--- config.mk ---
export PLATFORM = sky130hd
export DESIGN_NAME = nerr_report
export DESIGN_NICKNAME = d
export VERILOG_FILES = /design/src/hw/nerr_pkg.sv /design/src/hw/nerr_res_if.sv /design/src/hw/nerr_sector_log.sv /design/src/hw/nerr_report.sv
export SDC_FILE = /design/constraint.sdc
export NUM_CORES = 1
export LEC_CHECK = 0
export ABC_AREA = 1
export BUFFER_PORTS_ARGS = -buffer_cell sky130_fd_sc_hd__buf_4
export CAP_MARGIN = 5
export CORE_MARGIN = 10
export CORE_UTILIZATION = 25
export DETAILED_ROUTE_END_ITERATION = 16
export HOLD_SLACK_MARGIN = 0.15
export REMOVE_ABC_BUFFERS = 1
export SYNTH_ARGS = -nofsm -noshare
export SYNTH_HDL_FRONTEND = slang
export SYNTH_SLANG_ARGS = --single-unit
--- constraint.sdc ---
create_clock -name ref_clk -period 2.2 [get_ports ref_clk]
set_input_delay 0.55 -clock ref_clk [delete_from_list [all_inputs] [get_ports ref_clk]]
set_output_delay 0.55 -clock ref_clk [all_outputs]
set_load 0.1 [all_outputs]
--- src/hw/nerr_pkg.sv ---
// constants and helpers for the nand ecc error report block
// assumes a 32-bit register port with byte addresses and one system clock
package nerr_pkg;

    // register byte offsets
    localparam logic [7:0] OFF_FLAGS_HI  = 8'h00;
    localparam logic [7:0] OFF_LOCATION  = 8'h04;
    localparam logic [7:0] OFF_CTRL      = 8'h08;
    localparam logic [7:0] OFF_IRQ_STAT  = 8'h0c;
    localparam logic [7:0] OFF_IRQ_MASK  = 8'h10;
    localparam logic [7:0] OFF_PAR_BASE  = 8'h20;  // eight sector parity words
    localparam logic [7:0] OFF_PAR_LAST  = 8'h3c;

    // sector error group layout
    localparam int         GRP_W         = 4;
    localparam int         GRP_REC       = 0;
    localparam int         GRP_ECC       = 1;
    localparam int         GRP_MUL       = 2;
    localparam int         NUM_SECT      = 8;
    localparam logic [3:0] FIRST_SECT    = 4'h8;
    localparam int         PAR_LOC_W     = 24;

    // single ecc location register layout
    localparam int         BIT_LSB       = 0;
    localparam int         BIT_W         = 4;
    localparam int         WORD_LSB      = 4;
    localparam int         WORD_W        = 12;

    // control register fields
    localparam int         CTRL_CORR     = 0;   // 1 = one ecc per sector
    localparam int         CTRL_WIDE     = 1;   // 1 = 16-bit flash words
    localparam logic [1:0] CTRL_RESET    = 2'h0;

    // interrupt status bits
    localparam int         IRQ_W         = 3;
    localparam int         IRQ_DONE      = 0;
    localparam int         IRQ_SINGLE    = 1;
    localparam int         IRQ_MULTI     = 2;
    localparam logic [2:0] IRQ_RESET     = 3'h0;

    // packs one sector group, reserved top bit zero
    function automatic logic [3:0] grp_pack(
        input logic rec,
        input logic ecc,
        input logic mul
    );
        grp_pack = {1'b0, mul, ecc, rec};
    endfunction

endpackage

--- src/hw/nerr_res_if.sv ---
// result channel between the report front end and the sector log
// assumes both ends share ref_clk
`timescale 1ns/1ps
interface nerr_res_if;
    logic        page_start;
    logic        valid;
    logic [2:0]  sect;
    logic        rec;
    logic        ecc;
    logic        mul;
    logic [23:0] par_loc;
    logic [2:0]  rd_sect;
    logic [31:0] flags;
    logic [23:0] rd_loc;

    modport src
    (
        output page_start,
        output valid,
        output sect,
        output rec,
        output ecc,
        output mul,
        output par_loc,
        output rd_sect,
        input  flags,
        input  rd_loc
    );
    modport log
    (
        input  page_start,
        input  valid,
        input  sect,
        input  rec,
        input  ecc,
        input  mul,
        input  par_loc,
        input  rd_sect,
        output flags,
        output rd_loc
    );
endinterface

--- src/hw/nerr_sector_log.sv ---
// per-sector flag and parity location store for sectors 8 to 15
// assumes results arrive as one-cycle strobes from the front end
`timescale 1ns/1ps
module nerr_sector_log
(
    input  wire logic ref_clk,
    input  wire logic nrst,
    nerr_res_if.log   res
);
    logic [3:0]  grp_q [nerr_pkg::NUM_SECT];
    logic [23:0] loc_q [nerr_pkg::NUM_SECT];

    // group k lands at bits 4k+3..4k
    always_comb
    begin
        res.flags = '0;
        for (int k = 0; k < nerr_pkg::NUM_SECT; k++)
        begin
            res.flags[k*nerr_pkg::GRP_W +: nerr_pkg::GRP_W] = grp_q[k];
        end
    end

    assign res.rd_loc = loc_q[res.rd_sect];

    // new page clears, each result overwrites its sector
    always_ff @(posedge ref_clk or negedge nrst)
    begin
        if (!nrst)
        begin
            for (int k = 0; k < nerr_pkg::NUM_SECT; k++)
            begin
                grp_q[k] <= 4'h0;
                loc_q[k] <= 24'h000000;
            end
        end
        else if (res.page_start)
        begin
            for (int k = 0; k < nerr_pkg::NUM_SECT; k++)
            begin
                grp_q[k] <= 4'h0;
                loc_q[k] <= 24'h000000;
            end
        end
        else if (res.valid)
        begin
            grp_q[res.sect] <= nerr_pkg::grp_pack(res.rec, res.ecc, res.mul);
            loc_q[res.sect] <= res.ecc ? res.par_loc : 24'h000000;
        end
    end
endmodule

--- src/hw/nerr_report.sv ---
// error report registers of the nand ecc unit
// assumes a syndrome stage that strobes one result per sector after a page read,
// and a register master using the plain one-cycle strobe port
//
// Behaviour
// flags kept for sectors 8 to 15
// group k at bits 4k..4k+2, 4k+3 zero
// single page ecc mode reads flags zero
// recoverable flag set when errors found
// ecc byte flag on parity byte error
// failing parity bit marked in low 24
// multiple flag set on more than one
// separate layout for one ecc per page
// host saves parity into spare area
// bit offset loaded on single error
// word address loaded, 8 or 16 bit
// host ignores location on multiple errors
// bit offset 3:0, word 15:4, rest zero
//
// The implementer's own choices: strobed register access and the placing of the registers.
`timescale 1ns/1ps
module nerr_report
(
    input  wire logic        ref_clk,
    input  wire logic        nrst,
    input  wire logic [7:0]  reg_addr,
    input  wire logic [31:0] reg_wdata,
    input  wire logic        reg_wr,
    input  wire logic        reg_rd,
    output logic      [31:0] reg_rdata,
    input  wire logic        page_start,
    input  wire logic        res_valid,
    input  wire logic [3:0]  res_sector,
    input  wire logic        res_err,
    input  wire logic        res_ecc_byte,
    input  wire logic        res_multi,
    input  wire logic [2:0]  res_bit,
    input  wire logic [11:0] res_byte_addr,
    input  wire logic [23:0] res_parity_loc,
    output logic             irq
);
    nerr_res_if res ();

    logic [1:0]  ctrl_q;
    logic [1:0]  ctrl_d;
    logic [15:0] loc_q;
    logic [15:0] loc_d;
    logic [2:0]  stat_q;
    logic [2:0]  stat_d;
    logic [2:0]  mask_q;
    logic [2:0]  mask_d;
    logic [31:0] rdata_d;
    logic        irq_d;

    // mode decode
    wire         per_sector  = ctrl_q[nerr_pkg::CTRL_CORR];
    wire         wide        = ctrl_q[nerr_pkg::CTRL_WIDE];
    wire         hi_sector   = res_sector[3];
    wire         single_hit  = res_valid && res_err && !res_multi;
    wire         multi_hit   = res_valid && res_multi;

    // word and bit position, 16-bit words halve the byte address
    wire [11:0]  word_addr   = wide ? {1'b0, res_byte_addr[11:1]} : res_byte_addr;
    wire [3:0]   bit_offset  = wide ? {res_byte_addr[0], res_bit} : {1'b0, res_bit};

    // results toward the sector log
    assign res.page_start = page_start;
    assign res.valid      = res_valid && per_sector && hi_sector;
    assign res.sect       = res_sector[2:0];
    assign res.rec        = res_err || res_multi;
    assign res.ecc        = res_ecc_byte && res_err && !res_multi;
    assign res.mul        = res_multi;
    assign res.par_loc    = res_parity_loc;
    assign res.rd_sect    = reg_addr[4:2];

    nerr_sector_log u_log
    (
        .ref_clk (ref_clk),
        .nrst    (nrst),
        .res     (res)
    );

    // address decode
    wire         hit_flags   = reg_addr == nerr_pkg::OFF_FLAGS_HI;
    wire         hit_loc     = reg_addr == nerr_pkg::OFF_LOCATION;
    wire         hit_ctrl    = reg_addr == nerr_pkg::OFF_CTRL;
    wire         hit_stat    = reg_addr == nerr_pkg::OFF_IRQ_STAT;
    wire         hit_mask    = reg_addr == nerr_pkg::OFF_IRQ_MASK;
    wire         hit_par     = reg_addr >= nerr_pkg::OFF_PAR_BASE
                               && reg_addr <= nerr_pkg::OFF_PAR_LAST
                               && reg_addr[1:0] == 2'h0;

    // flags read zero while one ecc covers the page
    wire [31:0]  flags_view  = per_sector ? res.flags : 32'h00000000;
    wire [31:0]  loc_view    = {16'h0000, loc_q};
    wire [31:0]  par_view    = per_sector ? {8'h00, res.rd_loc} : 32'h00000000;

    // read mux, unmapped reads zero
    assign rdata_d = !reg_rd  ? 32'h00000000 :
                     hit_flags ? flags_view :
                     hit_loc   ? loc_view :
                     hit_ctrl  ? {30'h00000000, ctrl_q} :
                     hit_stat  ? {29'h00000000, stat_q} :
                     hit_mask  ? {29'h00000000, mask_q} :
                     hit_par   ? par_view : 32'h00000000;

    // control write
    assign ctrl_d = (reg_wr && hit_ctrl) ? reg_wdata[1:0] : ctrl_q;

    // single ecc location: only a single data error loads it
    assign loc_d = (single_hit && !per_sector && !res_ecc_byte)
                   ? {word_addr, bit_offset} : loc_q;

    // events, set wins over write-one clear
    wire [2:0]   ev          = {multi_hit, single_hit, res_valid};
    wire [2:0]   clr         = (reg_wr && hit_stat) ? reg_wdata[2:0] : 3'h0;
    assign stat_d = (stat_q & ~clr) | ev;
    assign mask_d = (reg_wr && hit_mask) ? reg_wdata[2:0] : mask_q;
    assign irq_d  = |(stat_d & mask_d);

    // register state
    always_ff @(posedge ref_clk or negedge nrst)
    begin
        if (!nrst)
        begin
            ctrl_q    <= nerr_pkg::CTRL_RESET;
            loc_q     <= 16'h0000;
            stat_q    <= nerr_pkg::IRQ_RESET;
            mask_q    <= nerr_pkg::IRQ_RESET;
            reg_rdata <= 32'h00000000;
            irq       <= 1'b0;
        end
        else
        begin
            ctrl_q    <= ctrl_d;
            loc_q     <= loc_d;
            stat_q    <= stat_d;
            mask_q    <= mask_d;
            reg_rdata <= rdata_d;
            irq       <= irq_d;
        end
    end
endmodule

==> flow_summary.toml, run 1 <==
[outcome]
status = "completed"

[sta]
worstMarginPinSlew_ps = 759
finalSetupViolations = 0
hold_viol = 0
skew_ps = 5.96
rsz0062_at_grt = "no"
worst_slack_ps = 303
finalCriticalPeriod_ps = 1900
slew_viol_final = 0
timing.slew.headroom = 0.491
fmax_ghz = 0.527
fin_crit_sh = 0.862

[global_routing]
antenna_found_initial = 0
grt_pass1_wl_mm = 62.5
grt_use_total = 0.139
grt_overflow = 0
grt_max_degree = 56
grt_pass1_vias = 10300

[cts]
cts-root-buf = "clkbuf_16"
clk_latency_ps = 560
clkTransAtPathRegs_ps = 60
clockBufferDepth = 3
cts_tree = "done"
h-tree-depth = 1
cts_resized = 0
clock-sinks = 272
cts_buffers = 30

[route]
drtAntennaViolNets = 0
routedLengthMet1_mm = 17.0
drt_iter0_drc = 1043
met2_wirelength_mm = 19.1
routedWlPerCell_um = 19.8
num_vias = 10400
routed_wirelength_mm = 40.5
drcViolationCount = 0
highest_layer = "met4"
vias_per_cell = 5.07
first_pass_iters = 6
route.met3.wl_mm = 3.51

[yosys]
synth_top_area_share = 0.572
synth_top_area_cell = "dfrtp_1"
synth.area.top_cells = "dfrtp_1 57%, nand3_1 8.2%, nand2_1 6.6%"
synth_edf_count = 0
ys_types = 33
syn_avg_cell_area_um2 = 9.07
ys_seq_area_frac = 0.572
synth_ff_type = "dfrtp_1"
postSynth.asyncResetShare = 1.00
ys_warn_count = 0
syn_area_um2 = 11900
synth_seq_cells = 272
synthCells = 1312

[finish]
layout.area.seq_um2 = 6810
layout_common_cells = "272 x dfrtp_1, 210 x nand2_1, 194 x nand3_1, 142 x buf_4, 116 x inv_1"
antennaDiodeCount = 0
mostFrequentLayoutCell = "dfrtp_1"
multi_input_area_um2 = 4210
final.fill_count = 4866
drive_gt1_frac = 0.168
syn2layout_area_growth_pct = 23.1
final_util = 0.313
layout.nets = 1513

[worst_setup_path]
cp_max_fo = 12
startpoint_type = "register"
cp-end-kind = "register"
required_ps = 2630
worstPathArrival_ps = 2320
crit_type = "register to register"

[placement]
place.gp.congestion = 0.867
dp_worst_setup_slack_ps = 140
hpwl_mm = 27.4
place.port_buffers = 95

[floorplanning]
start_util = 0.254
dieArea_um2 = 56700
die_w_um = 238
core_um2 = 46900
io_pins = 125
num_rows = 79
die_h_um = 238

[pwr]
power_mw = 10.9
p_per_area_nw_per_um2 = 743
vdd_drop_max_mv = 0.510
power.leakage_nw = 6.47

[worst_hold_path]
worstHoldPathType = "input pin to register"

[run]
cap_violations = 0
-- timing repair --
item / in CTS / in global routing
hold endpoints to repair: 43 / 0
buffers inserted: 0 / 0
hold buffers: 1 / 0
-- cell usage after synthesis (11+ instances only) --
cell	instances
nand3_1	194
o21ai_1	65
inv_1	116
clkbuf_1	34
a31oi_1	11
buf_1	17
nor2_1	14
o2111ai_1	27
nand2_1	210
o22ai_1	83
dfrtp_1	272
o21ai_0	90
buf_2	24
a21oi_1	80
nand4_1	15
inv_2	13
-- through the flow --
stage               cell area [um2]  TNS, ps  cells  hold WS, ps
global route                  14700        0   2048          206
floorplan                     11500  -158520   1229          254
detailed placement            13700        0   1995          463
global placement              13700        0   1995          466
CTS                           14700        0   2048          192
finish                        14700        0   2048          208
-- final timing paths --
kind | from | depth (start not counted) | slack [ps] | to
worst max-delay path | ctrl_q[0]$_DFFE_PN0P_ | 6 | 300 | u_log.loc_q[100]$_DFFE_PN0P_
worst min-delay path | res_bit[2] | 3 | 210 | loc_q[2]$_DFFE_PN0P_
worst min register to register | loc_q[0]$_DFFE_PN0P_ | 2 | 480 | loc_q[0]$_DFFE_PN0P_
max in group asynchronous | nrst | 3 | 970 | u_log.loc_q[22]$_DFFE_PN0P_
min in group asynchronous | nrst | 2 | 510 | reg_rdata[18]$_DFF_PN0_
worst max register to register | ctrl_q[0]$_DFFE_PN0P_ | 6 | 300 | u_log.loc_q[100]$_DFFE_PN0P_
-- cells by family (layout without fill, tap and decap cells) --
group / count (synthesis) / after routing / share of synthesized area
and+or+nand+nor: 464 / 464 / 0.184
buffers and inverters: 216 / 345 / 0.0743
DFF: 272 / 272 / 0.572
other: 1 / 1 / 0.000315
AOI/OAI and AO/OA: 359 / 359 / 0.170
-- metal layers --
layer / track usage / vias up
met5: 0 / -
met4: 0.0416 / 0
met3: 0.0363 / 65
met2: 0.229 / 414
met1: 0.176 / 5146
li1: - / 4752
-- sequential cells by signal (all words and copies together), names as in the netlist --
name / count
ctrl_q: 2
mask_q: 3
stat_q: 3
u_log.loc_q: 192
loc_q: 16
u_log.res.flags: 24
irq: 1
reg_rdata: 31
-- power breakdown --
group | internal, mW | total [mW] | switching, mW
sequential | 5.09 | 5.14 | 0.0529
clock | 2.88 | 4.91 | 2.03
combinational | 0.249 | 0.839 | 0.590
-- final cells by class --
class / instances / share of cell area
Sequential cell: 272 / 0.464
Multi-Input combinational cell: 824 / 0.287
Timing Repair Buffer: 160 / 0.0963
Clock buffer: 44 / 0.0603
Tap cell: 607 / 0.0518
Inverter: 133 / 0.0347
Clock inverter: 8 / 0.00504
-- worst max-delay path, stage by stage, from the launching register on --
cell	delay, ps
dfrtp_1	500
nand3_1	220
inv_2	180
nand2_1	350
buf_4	340
nand3_1	80
o21ai_0	90
No activity file was read; power rests on OpenSTA's default activity.
==> run 2, diff against run 1 <==
CORE_MARGIN = 2   (was 10)
PLACE_DENSITY_LB_ADDON = 0.15   (was not set)
==> flow_summary.toml, run 2 (same netlist as run 1, synthesis figures left out) <==
[worst_setup_path]
worstRegToRegCells = 6
rr_endpoint = "reg_rdata[15]$_DFF_PN0_"
critPathSlowestCell = "dfrtp_1"
worstPathArrival_ps = 1200
startpoint_type = "register"
cp_cell_sequence = "buf_4"
crit_end = "reg_rdata[23]"
cp-end-kind = "output pin"
crit_type = "register to output pin"
critPathBufInv = 1
cp_max_fo = 1
cp-startpoint = "reg_rdata[23]$_DFF_PN0_"
critPathMaxStageDelay_ps = 360
cp.depth = 1
r2r_start = "ctrl_q[0]$_DFFE_PN0P_"
crit_family = "flip-flops"
required_ps = 1650
reg2reg_setup_slack_ps = 610

[finish]
antennaDiodeCount = 0
layout.nets = 1523
regMostFlops = "u_log.loc_q"
syn2layout_area_growth_pct = 24.9
final.fill_count = 4921
largest_register_ffs = 192
layout_common_cells = "272 x dfrtp_1, 210 x nand2_1, 194 x nand3_1, 145 x buf_4, 116 x inv_1"
drive_gt1_frac = 0.174
mostFrequentLayoutCell = "dfrtp_1"

[cts]
clkTransAtPathRegs_ps = 60
h-tree-depth = 2
cts_buffers = 34
clk_latency_ps = 540
clock-sinks = 272
cts_resized = 0
clockBufferDepth = 3
cts-root-buf = "clkbuf_16"
cts_tree = "done"

[global_routing]
grt_max_degree = 60
grt_pass1_wl_mm = 69.3
grt_overflow = 0
grt_use_total = 0.187
antenna_found_initial = 0
grt_pass1_vias = 10700

[floorplanning]
die_h_um = 222
num_rows = 79
core_um2 = 46800
dieArea_um2 = 49400
io_pins = 125
start_util = 0.255
die_w_um = 222

[placement]
place.gp.congestion = 0.784
hpwl_mm = 29.0
dp_worst_setup_slack_ps = 159
place.port_buffers = 95

[sta]
fin_crit_sh = 0.795
skew_ps = 22.9
rsz0062_at_grt = "no"
worstMarginPinSlew_ps = 771
hold_viol = 0
slew_viol_final = 0
timing.slew.headroom = 0.483
finalSetupViolations = 0
finalCriticalPeriod_ps = 1750
worst_slack_ps = 450
fin_tns_setup_ps = 0
fmax_ghz = 0.571

[route]
routed_wirelength_mm = 45.7
drcViolationCount = 0
drt_iter0_drc = 964
vias_per_cell = 5.02
num_vias = 10300
drtAntennaViolNets = 0
first_pass_iters = 5
routedWlPerCell_um = 22.2

[pwr]
power_mw = 11.6
p_per_area_nw_per_um2 = 781
vdd_drop_max_mv = 0.410
power.leakage_nw = 6.57

[worst_hold_path]
worstHoldPathType = "input pin to register"

[run]
cap_violations = 0

[outcome]
status = "completed"
run 2: what timing repair did:
action	CTS	global route
endpoints found under the hold margin	33	0
buffers inserted	0	0
hold buffers	1	0
run 2: final cells by class:
class | count | area [um2] | share of cell area
Tap cell | 607 | 759 | 0.0511
Multi-Input combinational cell | 824 | 4220 | 0.284
Clock buffer | 48 | 995 | 0.0669
Sequential cell | 272 | 6810 | 0.458
Clock inverter | 7 | 88.8 | 0.00597
Timing Repair Buffer | 166 | 1490 | 0.100
Inverter | 133 | 508 | 0.0342
run 2: worst min-delay path by stage:
stage,start,endpoint,slack (ps),depth (start not counted)
finish,res_bit[0],loc_q[0]$_DFFE_PN0P_,210,3
global route,res_bit[2],loc_q[2]$_DFFE_PN0P_,220,3
CTS,res_bit[0],loc_q[0]$_DFFE_PN0P_,180,3
detailed placement,loc_q[3]$_DFFE_PN0P_,loc_q[3]$_DFFE_PN0P_,470,2
global placement,loc_q[3]$_DFFE_PN0P_,loc_q[3]$_DFFE_PN0P_,470,2
floorplan,nrst,ctrl_q[0]$_DFFE_PN0P_,250,0
run 2: where the power goes:
group	switching, mW	internal (mW)
clock	2.23	3.36
combinational	0.627	0.261
sequential	0.0497	5.09
total	2.91	8.71
run 2: metrics by stage:
stage	instance area, um2	instances	hold slack, ps	utilization
floorplan	11500	1229	254	-
global placement	13800	2001	473	0.295
detailed placement	13800	2001	471	0.295
CTS	14900	2057	183	0.318
global route	14900	2057	218	0.318
finish	14900	2057	214	0.318
run 2: metal layers:
metal	wire length, um	vias up	GRT usage
met3	2090	80	0.0275
met2	21600	286	0.309
met5	0	-	0
li1	-	4768	-
met1	20600	5189	0.249
met4	1380	0	0.0680
